$ cat config.mk
export PLATFORM = sky130hd
export DESIGN_NAME = ofd_decoder
export DESIGN_NICKNAME = d
export VERILOG_FILES = /design/src/hw/ofd_pkg.sv /design/src/hw/ofd_decoder.sv
export SDC_FILE = /design/constraint.sdc
export NUM_CORES = 1
export LEC_CHECK = 0
export ABC_AREA = 1
export BUFFER_PORTS_ARGS = -buffer_cell sky130_fd_sc_hd__buf_4
export CORE_UTILIZATION = 60
export CTS_CLUSTER_DIAMETER = 80
export CTS_CLUSTER_SIZE = 25
export DETAILED_ROUTE_END_ITERATION = 12
export PLACE_DENSITY = 0.86
export SLEW_MARGIN = 20
export SYNTH_ARGS = -nofsm -noshare
export SYNTH_HDL_FRONTEND = slang
export SYNTH_SLANG_ARGS = --single-unit
$ cat constraint.sdc
create_clock -name CLK_SYS -period 10.13 [get_ports CLK_SYS]
set_clock_uncertainty 0.2 [all_clocks]
set_input_delay 0.5065 -clock CLK_SYS [delete_from_list [all_inputs] [get_ports CLK_SYS]]
set_output_delay 0.5065 -clock CLK_SYS [all_outputs]
set_load 0.005 [all_outputs]
$ cat src/hw/ofd_pkg.sv
package ofd_pkg;

    // Fixed opcodes
    localparam logic [7:0] OP_SET_DIR = 8'hFD;
    localparam logic [7:0] OP_MASK_INT = 8'hFA;
    localparam logic [7:0] OP_UNMASK_INT = 8'hFB;
    localparam logic [7:0] OP_STOP = 8'hF4;
    localparam logic [7:0] OP_WAIT = 8'h9B;
    localparam logic [7:0] OP_LOCK = 8'hF0;
    localparam logic [6:0] OP_REP_HI = 7'h79;
    localparam logic [4:0] OP_HANDOFF_HI = 5'h1B;

    // Segment override prefix: 001 ss 110
    localparam logic [2:0] SEG_PFX_HI = 3'h1;
    localparam logic [2:0] SEG_PFX_LO = 3'h6;

    // Opcode groups by upper bits
    localparam logic [3:0] OP_BRANCH_HI = 4'h7;
    localparam logic [5:0] OP_IMM_GRP_HI = 6'h20;
    localparam logic [5:0] OP_MOVE_HI = 6'h22;
    localparam logic [5:0] OP_SHIFT_HI = 6'h34;
    localparam logic [1:0] OP_ALU_HI = 2'h0;

    // Opcode bit positions
    localparam int OPB_WIDTH = 0;
    localparam int OPB_DIR = 1;
    localparam int OPB_SIGN = 1;
    localparam int OPB_COUNT = 1;
    localparam int OPB_ALU_ACC = 2;

    // Operand-form byte fields
    localparam logic [1:0] MOD_NO_DISP = 2'h0;
    localparam logic [1:0] MOD_DISP8 = 2'h1;
    localparam logic [1:0] MOD_DISP16 = 2'h2;
    localparam logic [1:0] MOD_REG = 2'h3;
    localparam logic [2:0] RM_DIRECT = 3'h6;
    localparam logic [2:0] REG_ACC = 3'h0;
    localparam logic [1:0] SEG_EXTRA = 2'h0;

    // Reset and fixed values
    localparam logic [7:0] SHIFT_ONE = 8'h01;
    localparam logic [15:0] ZERO16 = 16'h0000;
    localparam logic [7:0] ZERO8 = 8'h00;

    typedef enum logic [2:0] {
        S_OPC,
        S_MODRM,
        S_DISP_LO,
        S_DISP_HI,
        S_IMM_LO,
        S_IMM_HI,
        S_EXEC
    } ofd_state_e;

endpackage

$ cat src/hw/ofd_decoder.sv
`timescale 1ns/1ps

// How it works
// RULE_01: Decode set-direction, mask and unmask interrupt opcodes.
// RULE_02: Decode stop and wait opcodes, no operands.
// RULE_03: Escape pattern hands off; operand byte follows.
// RULE_04: Lock prefix holds bus lock over next instruction.
// RULE_05: Above/below unsigned, greater/less signed branch tests.
// RULE_06: Direction bit set: register field is destination.
// RULE_07: Width bit picks word or byte operation.
// RULE_08: Sign and width set: one immediate, sign-extended.
// RULE_09: Count bit clear: shift one, else count register.
// RULE_10: Repeat low bit compared with zero flag.
// RULE_11: Segment prefix redirects next memory operand.
// RULE_12: Form 11 makes operand-select a register.
// RULE_13: Form 00 means no displacement, except direct.
// RULE_14: Form 01 fetches one byte, sign-extended.
// RULE_15: Form 10 fetches two bytes, low first.
// RULE_16: Register 000 is accumulator; segment 00 extra.
// RULE_17: Memory address is base plus index plus displacement.
// RULE_18: Form 00 with select 110 is direct address.
module ofd_decoder
    import ofd_pkg::*;
(
    input wire logic CLK_SYS,
    input wire logic RESET_N,
    input wire logic CLK_EN,
    input wire logic BYTE_VALID,
    input wire logic [7:0] BYTE_DATA,
    output logic BYTE_READY,
    input wire logic ZERO_FLAG,
    input wire logic CARRY_FLAG,
    input wire logic SIGN_FLAG,
    input wire logic OVERFLOW_FLAG,
    input wire logic PARITY_FLAG,
    input wire logic [7:0] COUNT_LOW,
    input wire logic [15:0] BASE_WORD_POINTER,
    input wire logic [15:0] FRAME_POINTER,
    input wire logic [15:0] SOURCE_INDEX,
    input wire logic [15:0] TARGET_POINTER,
    output logic INSN_DONE,
    output logic [7:0] OPCODE,
    output logic SET_STRING_DIRECTION_OP,
    output logic MASK_INTERRUPTS_OP,
    output logic UNMASK_INTERRUPTS_OP,
    output logic PROCESSOR_STOP_OP,
    output logic TEST_WAIT_OP,
    output logic COPROCESSOR_HANDOFF_OP,
    output logic BUS_LOCKED,
    output logic BRANCH_TAKEN,
    output logic REG_IS_DEST,
    output logic WORD_OP,
    output logic [2:0] REG_SEL,
    output logic REG_WORD_ACCUMULATOR,
    output logic REG_BYTE_ACCUMULATOR,
    output logic RM_IS_REG,
    output logic [2:0] RM_SEL,
    output logic [15:0] DISP,
    output logic [15:0] IMM,
    output logic [7:0] SHIFT_COUNT,
    output logic [15:0] OPERAND_LOCATION,
    output logic SEG_OVERRIDE,
    output logic [1:0] SEG_SEL,
    output logic EXTRA_SEGMENT_REG,
    output logic REP_ACTIVE,
    output logic REP_CONTINUE
);

    function automatic logic has_modrm(input logic [7:0] op);
        has_modrm = (op[7:3] == OP_HANDOFF_HI) || (op[7:2] == OP_IMM_GRP_HI)
            || (op[7:2] == OP_MOVE_HI) || (op[7:2] == OP_SHIFT_HI)
            || (op[7:6] == OP_ALU_HI && !op[OPB_ALU_ACC] && !op[5]);
    endfunction

    function automatic logic [1:0] imm_bytes(input logic [7:0] op);
        if (op[7:4] == OP_BRANCH_HI) begin
            imm_bytes = 2'd1;
        end else if (op[7:2] == OP_IMM_GRP_HI) begin
            imm_bytes = (op[OPB_SIGN] && op[OPB_WIDTH]) ? 2'd1 : // [RULE_08]
                (op[OPB_WIDTH] ? 2'd2 : 2'd1);
        end else if (op[7:6] == OP_ALU_HI && op[OPB_ALU_ACC] && !op[1] && !op[5]) begin
            imm_bytes = op[OPB_WIDTH] ? 2'd2 : 2'd1;
        end else begin
            imm_bytes = 2'd0;
        end
    endfunction

    function automatic logic imm_sext(input logic [7:0] op);
        imm_sext = (op[7:4] == OP_BRANCH_HI) || ((op[7:2] == OP_IMM_GRP_HI)
            && op[OPB_SIGN] && op[OPB_WIDTH]); // [RULE_08]
    endfunction

    function automatic logic [1:0] disp_bytes(input logic [7:0] mrm);
        unique case (mrm[7:6])
            MOD_NO_DISP: disp_bytes = (mrm[2:0] == RM_DIRECT) ? 2'd2 : 2'd0; // [RULE_13] [RULE_18]
            MOD_DISP8: disp_bytes = 2'd1; // [RULE_14]
            MOD_DISP16: disp_bytes = 2'd2; // [RULE_15]
            MOD_REG: disp_bytes = 2'd0; // [RULE_12]
        endcase
    endfunction

    function automatic logic cond_met(input logic [3:0] cc, input logic o, input logic c,
        input logic z, input logic s, input logic p);
        logic r;
        r = 1'b0;
        unique case (cc[3:1])
            3'd0: r = o;
            3'd1: r = c; // [RULE_05]
            3'd2: r = z;
            3'd3: r = c | z; // [RULE_05]
            3'd4: r = s;
            3'd5: r = p;
            3'd6: r = s ^ o; // [RULE_05]
            3'd7: r = (s ^ o) | z; // [RULE_05]
        endcase
        cond_met = r ^ cc[0];
    endfunction

    logic rst_s1_q;
    logic rst_n_q;
    ofd_state_e state_q;
    ofd_state_e state_d;
    logic [7:0] opcode_q;
    logic [7:0] modrm_q;
    logic [15:0] disp_q;
    logic [15:0] imm_q;
    logic lock_q;
    logic rep_q;
    logic rep_z_q;
    logic seg_q;
    logic [1:0] seg_sel_q;
    logic done_q;
    logic rep_cont_q;
    logic [7:0] out_op_q;
    logic [4:0] out_ctl_q;
    logic out_hand_q;
    logic out_br_q;
    logic out_dir_q;
    logic out_word_q;
    logic out_rmreg_q;
    logic out_seg_q;
    logic [1:0] out_segsel_q;
    logic out_rep_q;
    logic [15:0] out_disp_q;
    logic [15:0] out_imm_q;
    logic [7:0] out_shift_q;
    logic [15:0] out_loc_q;
    logic [7:0] out_mrm_q;

    always_ff @(posedge CLK_SYS or negedge RESET_N) begin
        if (!RESET_N) begin
            rst_s1_q <= 1'b0;
            rst_n_q <= 1'b0;
        end else begin
            rst_s1_q <= 1'b1;
            rst_n_q <= rst_s1_q;
        end
    end

    wire take = CLK_EN && BYTE_VALID && state_q != S_EXEC;
    wire is_lock = BYTE_DATA == OP_LOCK;
    wire is_rep = BYTE_DATA[7:1] == OP_REP_HI;
    wire is_seg = BYTE_DATA[7:5] == SEG_PFX_HI && BYTE_DATA[2:0] == SEG_PFX_LO;
    wire is_prefix = is_lock || is_rep || is_seg;
    wire [1:0] imm_n_op = imm_bytes(opcode_q);
    wire [1:0] disp_n = disp_bytes(modrm_q);
    wire [1:0] disp_n_in = disp_bytes(BYTE_DATA);
    wire [15:0] byte_sext = {{8{BYTE_DATA[7]}}, BYTE_DATA};
    wire [15:0] byte_zext = {ZERO8, BYTE_DATA};
    wire [1:0] mode = modrm_q[7:6];
    wire [2:0] rm = modrm_q[2:0];
    wire direct = mode == MOD_NO_DISP && rm == RM_DIRECT; // [RULE_18]
    wire [15:0] base_sel = rm[1] ? FRAME_POINTER : BASE_WORD_POINTER;
    wire [15:0] idx_sel = rm[0] ? TARGET_POINTER : SOURCE_INDEX;
    wire [15:0] pair_sum = base_sel + idx_sel;
    wire [15:0] single_sel = (rm == 3'h4) ? SOURCE_INDEX :
        (rm == 3'h5) ? TARGET_POINTER : (rm == 3'h6) ? FRAME_POINTER : BASE_WORD_POINTER;
    wire [15:0] reg_sum = rm[2] ? single_sel : pair_sum;
    wire [15:0] loc = direct ? disp_q : reg_sum + disp_q; // [RULE_17] [RULE_18]
    wire is_branch = opcode_q[7:4] == OP_BRANCH_HI;
    wire is_shift = opcode_q[7:2] == OP_SHIFT_HI;
    wire is_alu_rm = opcode_q[7:6] == OP_ALU_HI && !opcode_q[OPB_ALU_ACC] && !opcode_q[5];
    wire has_dir = is_alu_rm || opcode_q[7:2] == OP_MOVE_HI;
    wire has_w = has_modrm(opcode_q) && opcode_q[7:3] != OP_HANDOFF_HI || imm_n_op != 2'd0
        && !is_branch;
    wire after_mrm_imm = imm_n_op != 2'd0;
    wire rep_now = (state_q == S_EXEC) ? rep_q : out_rep_q;

    assign BYTE_READY = state_q != S_EXEC;

    always_comb begin
        state_d = state_q;
        unique case (state_q)
            S_OPC: begin
                if (!is_prefix) begin // [RULE_04] [RULE_11]
                    if (has_modrm(BYTE_DATA)) begin // [RULE_03]
                        state_d = S_MODRM;
                    end else if (imm_bytes(BYTE_DATA) != 2'd0) begin
                        state_d = S_IMM_LO;
                    end else begin
                        state_d = S_EXEC; // [RULE_01] [RULE_02]
                    end
                end
            end
            S_MODRM: begin
                if (disp_n_in != 2'd0) begin
                    state_d = S_DISP_LO;
                end else begin
                    state_d = after_mrm_imm ? S_IMM_LO : S_EXEC; // [RULE_13]
                end
            end
            S_DISP_LO: begin
                if (disp_n == 2'd2) begin
                    state_d = S_DISP_HI; // [RULE_15]
                end else begin
                    state_d = after_mrm_imm ? S_IMM_LO : S_EXEC;
                end
            end
            S_DISP_HI: state_d = after_mrm_imm ? S_IMM_LO : S_EXEC;
            S_IMM_LO: state_d = (imm_n_op == 2'd2) ? S_IMM_HI : S_EXEC;
            S_IMM_HI: state_d = S_EXEC;
            S_EXEC: state_d = S_OPC;
        endcase
    end

    always_ff @(posedge CLK_SYS or negedge rst_n_q) begin
        if (!rst_n_q) begin
            state_q <= S_OPC;
        end else if (take || (CLK_EN && state_q == S_EXEC)) begin
            state_q <= state_d;
        end
    end

    always_ff @(posedge CLK_SYS or negedge rst_n_q) begin
        if (!rst_n_q) begin
            opcode_q <= ZERO8;
            modrm_q <= ZERO8;
            disp_q <= ZERO16;
            imm_q <= ZERO16;
        end else if (take) begin
            unique case (state_q)
                S_OPC: begin
                    if (!is_prefix) begin
                        opcode_q <= BYTE_DATA;
                        modrm_q <= ZERO8;
                        disp_q <= ZERO16; // [RULE_13]
                        imm_q <= ZERO16;
                    end
                end
                S_MODRM: modrm_q <= BYTE_DATA;
                S_DISP_LO: disp_q <= byte_sext; // [RULE_14]
                S_DISP_HI: disp_q <= {BYTE_DATA, disp_q[7:0]}; // [RULE_15]
                S_IMM_LO: imm_q <= imm_sext(opcode_q) ? byte_sext : byte_zext; // [RULE_08]
                S_IMM_HI: imm_q <= {BYTE_DATA, imm_q[7:0]};
                default: ;
            endcase
        end
    end

    always_ff @(posedge CLK_SYS or negedge rst_n_q) begin
        if (!rst_n_q) begin
            lock_q <= 1'b0;
            rep_q <= 1'b0;
            rep_z_q <= 1'b0;
            seg_q <= 1'b0;
            seg_sel_q <= SEG_EXTRA;
        end else if (take && state_q == S_OPC && is_prefix) begin
            lock_q <= lock_q | is_lock; // [RULE_04]
            rep_q <= rep_q | is_rep;
            rep_z_q <= is_rep ? BYTE_DATA[0] : rep_z_q; // [RULE_10]
            seg_q <= seg_q | is_seg; // [RULE_11]
            seg_sel_q <= is_seg ? BYTE_DATA[4:3] : seg_sel_q;
        end else if (CLK_EN && state_q == S_EXEC) begin
            lock_q <= 1'b0;
            rep_q <= 1'b0;
            seg_q <= 1'b0;
        end
    end

    always_ff @(posedge CLK_SYS or negedge rst_n_q) begin
        if (!rst_n_q) begin
            done_q <= 1'b0;
            rep_cont_q <= 1'b0;
        end else if (CLK_EN) begin
            done_q <= state_q == S_EXEC;
            rep_cont_q <= rep_now && (ZERO_FLAG == rep_z_q); // [RULE_10]
        end
    end

    always_ff @(posedge CLK_SYS or negedge rst_n_q) begin
        if (!rst_n_q) begin
            out_op_q <= ZERO8;
            out_ctl_q <= 5'h00;
            out_hand_q <= 1'b0;
            out_br_q <= 1'b0;
            out_dir_q <= 1'b0;
            out_word_q <= 1'b0;
            out_rmreg_q <= 1'b0;
            out_seg_q <= 1'b0;
            out_segsel_q <= SEG_EXTRA;
            out_rep_q <= 1'b0;
            out_disp_q <= ZERO16;
            out_imm_q <= ZERO16;
            out_shift_q <= ZERO8;
            out_loc_q <= ZERO16;
            out_mrm_q <= ZERO8;
        end else if (CLK_EN && state_q == S_EXEC) begin
            out_op_q <= opcode_q;
            out_ctl_q <= {opcode_q == OP_SET_DIR, opcode_q == OP_MASK_INT,
                opcode_q == OP_UNMASK_INT, opcode_q == OP_STOP, opcode_q == OP_WAIT}; // [RULE_01] [RULE_02]
            out_hand_q <= opcode_q[7:3] == OP_HANDOFF_HI; // [RULE_03]
            out_br_q <= is_branch && cond_met(opcode_q[3:0], OVERFLOW_FLAG, CARRY_FLAG,
                ZERO_FLAG, SIGN_FLAG, PARITY_FLAG); // [RULE_05]
            out_dir_q <= has_dir && opcode_q[OPB_DIR]; // [RULE_06]
            out_word_q <= has_w && opcode_q[OPB_WIDTH]; // [RULE_07]
            out_rmreg_q <= has_modrm(opcode_q) && mode == MOD_REG; // [RULE_12]
            out_seg_q <= seg_q; // [RULE_11]
            out_segsel_q <= seg_sel_q;
            out_rep_q <= rep_q;
            out_disp_q <= disp_q;
            out_imm_q <= imm_q;
            out_shift_q <= !is_shift ? ZERO8 :
                (opcode_q[OPB_COUNT] ? COUNT_LOW : SHIFT_ONE); // [RULE_09]
            out_loc_q <= loc;
            out_mrm_q <= modrm_q;
        end
    end

    assign INSN_DONE = done_q;
    assign OPCODE = out_op_q;
    assign SET_STRING_DIRECTION_OP = out_ctl_q[4];
    assign MASK_INTERRUPTS_OP = out_ctl_q[3];
    assign UNMASK_INTERRUPTS_OP = out_ctl_q[2];
    assign PROCESSOR_STOP_OP = out_ctl_q[1];
    assign TEST_WAIT_OP = out_ctl_q[0];
    assign COPROCESSOR_HANDOFF_OP = out_hand_q;
    assign BUS_LOCKED = lock_q;
    assign BRANCH_TAKEN = out_br_q;
    assign REG_IS_DEST = out_dir_q;
    assign WORD_OP = out_word_q;
    assign REG_SEL = out_mrm_q[5:3];
    assign REG_WORD_ACCUMULATOR = out_mrm_q[5:3] == REG_ACC && out_word_q; // [RULE_16]
    assign REG_BYTE_ACCUMULATOR = out_mrm_q[5:3] == REG_ACC && !out_word_q; // [RULE_16]
    assign RM_IS_REG = out_rmreg_q;
    assign RM_SEL = out_mrm_q[2:0];
    assign DISP = out_disp_q;
    assign IMM = out_imm_q;
    assign SHIFT_COUNT = out_shift_q;
    assign OPERAND_LOCATION = out_loc_q;
    assign SEG_OVERRIDE = out_seg_q;
    assign SEG_SEL = out_segsel_q;
    assign EXTRA_SEGMENT_REG = out_seg_q && out_segsel_q == SEG_EXTRA; // [RULE_16]
    assign REP_ACTIVE = out_rep_q;
    assign REP_CONTINUE = rep_cont_q;
endmodule

==> impl_metrics.yaml <==
logic_synthesis:
  synth_area_mm2: 0.00892
  ys_types: 58
  synthesis.nets: 1294
  synth-edff-count: 0
  avgSynthCellArea_um2: 7.62
  ys.flop_type: "dfrtp_1"
  syn_inst: 1170
  seq_area_frac_synth: 0.407
  yosys_register_bits: 145
  ys_async_sr_fraction: 1.00
  synth_warnings: 0
routing:
  drtPass1Iterations: 7
  detail-route-antenna-nets: 0
  drt-initial-drc-count: 887
  vias: 8866
  drc: 0
  vias_per_cell: 5.82
  wl_mm: 26.6
  routedWlPerCell_um: 17.4
cts:
  clock_latency_ps: 430
  clk_path_buf_depth: 2
  h-tree-depth: 4
  clk_pin_slew_ps: 60
  cts_resized: 0
  cts_tree: "done"
  cts_buffers: 17
  cts_setup_buffers: 0
  cts_sinks: 145
  ctsRootBufferMaster: "clkbuf_16"
finish:
  layout_commonest_cell: "nand2_1"
  diodes: 0
  final_cell_mix: "nand2_1 (345), buf_4 (182), dfrtp_1 (144)"
  syn2layout_area_growth_pct: 21.9
  fin_nets: 1451
  fillers: 1129
  drive_above_1_share: 0.210
sta:
  drv_slew: 0
  postLayoutSetupSlackWorst_ps: 5090
  slew_headroom: 0.339
  finalSetupViolCount: 0
  period_minus_slack_ps: 5040
  post-route-period-util: 0.497
  tns_ps: 0
  rsz0062_at_grt: "no"
  final_hold_viol_count: 0
  fmax_mhz: 199
  worst_slew_pin_slew_ps: 991
pwr:
  vdd_drop_max_mv: 0.194
  seq_power_share: 0.275
  switching_share: 0.479
  p_int_mw: 1.91
  comb_power_share: 0.560
  power_density_mw_per_mm2: 337
  clockPowerShare: 0.166
  power.leakage_nw: 5.56
  netSwitchingPower_mw: 1.76
grt:
  grt_pass1_vias: 8109
  grt_pass1_wl_mm: 41.2
  antenna_found_initial: 0
  grt_usage: 0.355
  overflow: 0
  grt_max_degree: 108
setup_path:
  cpMostUsedCell: "nand2_1"
  critPathKind: "flip-flop to flip-flop"
  worst-path-buf-inv: 3
  cp_top_family: "compound AO/OA/AOI/OAI gates"
  worst_setup_path_start_kind: "flip-flop"
  critical_path_required_ps: 10230
  worstPathCellList: "inv_1 > nand2_1 > nand2_1 > ha_1 > fa_1 > nand3_1 > nand2_1 > inv_1 > o21bai_1 > nand3_1 > a21oi_1 > o21ai_0 > inv_1 > ha_1 > nand2_1 > o21ai_0 > a211oi_1 > nand2_1 > nand2_1 > nand3_1 > o211ai_1 > nand2_1"
  worstPathArrival_ps: 5140
  cp_slowest_stage_delay_ps: 910
  cp_slowest_cell: "dfrtp_1"
  worst_setup_path_end_kind: "flip-flop"
  cp_max_fo: 24
place:
  pre_cts_slack_ps: 5260
  place.gp.congestion: 0.954
  port_buffers: 179
  hpwlAfterDp_mm: 19.6
die:
  core_mm2: 0.0145
  die_h_um: 124
  start_util: 0.614
  pin_count: 180
  fp.dieArea_mm2: 0.0154
  row_count: 44
  die_w_um: 124
outcome:
  status: "finished, final reports clean"
worst_hold_path:
  hp-class: "flip-flop to asynchronous set/reset pin"
flow_run:
  cap_violations: 0
cell families after synthesis:
group / count (synthesis) / share of synthesized area
compound gates: 277 / 0.184
xor+xnor: 16 / 0.0157
fa+ha+maj: 35 / 0.0508
buf+inv: 172 / 0.0811
flops: 145 / 0.407
other cells: 1 / 0.000420
simple gates: 524 / 0.262
power groups by stage:
stage / logic, mW / registers (mW) / clock network (mW)
finish: 2.05 / 1.01 / 0.607
global route: 2.28 / 1.03 / 0.638
CTS: 2.02 / 1.00 / 0.611
detailed placement: 1.99 / 1.00 / 0
global placement: 1.96 / 0.998 / 0
floorplan: 1.44 / 0.923 / 0
cell usage after synthesis (9+ instances only):
cell type  count  area share
o22ai_1       10      0.0070
ha_1          33       0.046
nand3_1       58       0.033
xor2_1         9      0.0088
inv_1        115       0.048
a21oi_1       50       0.028
nor2_1        65       0.027
dfrtp_1      145        0.41
clkbuf_1      17      0.0072
inv_2          9      0.0038
nor3_1         9      0.0050
o21ai_2       16       0.016
nand2_1      345        0.15
buf_2         18       0.010
o21ai_0      126       0.071
o21ai_1       14      0.0079
o211ai_1      19       0.016
state kept, by name, summed over array words and instances, names as in the netlist, 2 cells and up:
| name | count |
|---|---|
| IMM | 16 |
| SHIFT_COUNT | 8 |
| OPCODE | 8 |
| state_q | 3 |
| opcode_q | 8 |
| SEG_SEL | 2 |
| out_ctl_q | 5 |
| modrm_q | 8 |
| out_mrm_q | 6 |
| DISP | 16 |
| disp_q | 16 |
| seg_sel_q | 2 |
| imm_q | 16 |
| OPERAND_LOCATION | 16 |
path summary, 6_finish.rpt:
path,depth (start not counted),end,slack (ps),from
max in group asynchronous,1,opcode_q[7],8520,rst_n_q
worst max-delay path,22,OPERAND_LOCATION[14],5090,modrm_q[1]
min in group CLK_SYS,2,REP_CONTINUE,130,CLK_EN
worst min register to register,0,out_mrm_q[1],130,rst_n_q
worst max register to register,22,OPERAND_LOCATION[14],5090,modrm_q[1]
worst min-delay path,0,out_mrm_q[1],130,rst_n_q
per-stage QoR:
step	hold WS (ps)	util	power, mW	std cells	instance area (um^2)
2_1_floorplan	10.9	-	2.37	1170	8920
3_3_place_gp	89.6	0.708	2.96	1491	10300
3_5_place_dp	90.1	0.708	3.00	1491	10300
4_1_cts	122	0.748	3.63	1524	10900
5_1_grt	137	0.748	3.95	1524	10900
6_report	128	0.748	3.66	1524	10900
worst reg2reg max path, delay by kind of cell (launching register included):
| kind | cells | cell delay [ps] |
|---|---|---|
| and+or+nand+nor | 10 | 990 |
| DFF | 1 | 910 |
| AOI/OAI and AO/OA | 6 | 1050 |
| adders and majority gates | 3 | 1050 |
| buffers and inverters | 3 | 720 |
cell type report:
type	count	area, um^2	area share
clock buffers	18	439	0.0404
inverters	127	482	0.0443
clock inverters	14	138	0.0127
repair buffers	183	1380	0.127
multi-input cells	853	4570	0.421
well taps	184	230	0.0212
flip-flops and latches	145	3630	0.334
routing by layer:
metal,GRT usage,vias up,wire (um)
met2,0.526,426,11900
li1,-,4194,-
met4,0.144,0,788
met5,0,-,0
met1,0.509,4183,11700
met3,0.0710,63,2150
what timing repair did:
item | in CTS | in global routing
endpoints found under the hold margin | 2 | 0
endpoints found under the setup margin | 0 | 0
hold buffers | 1 | 0
(Power assumes the default switching activity.)
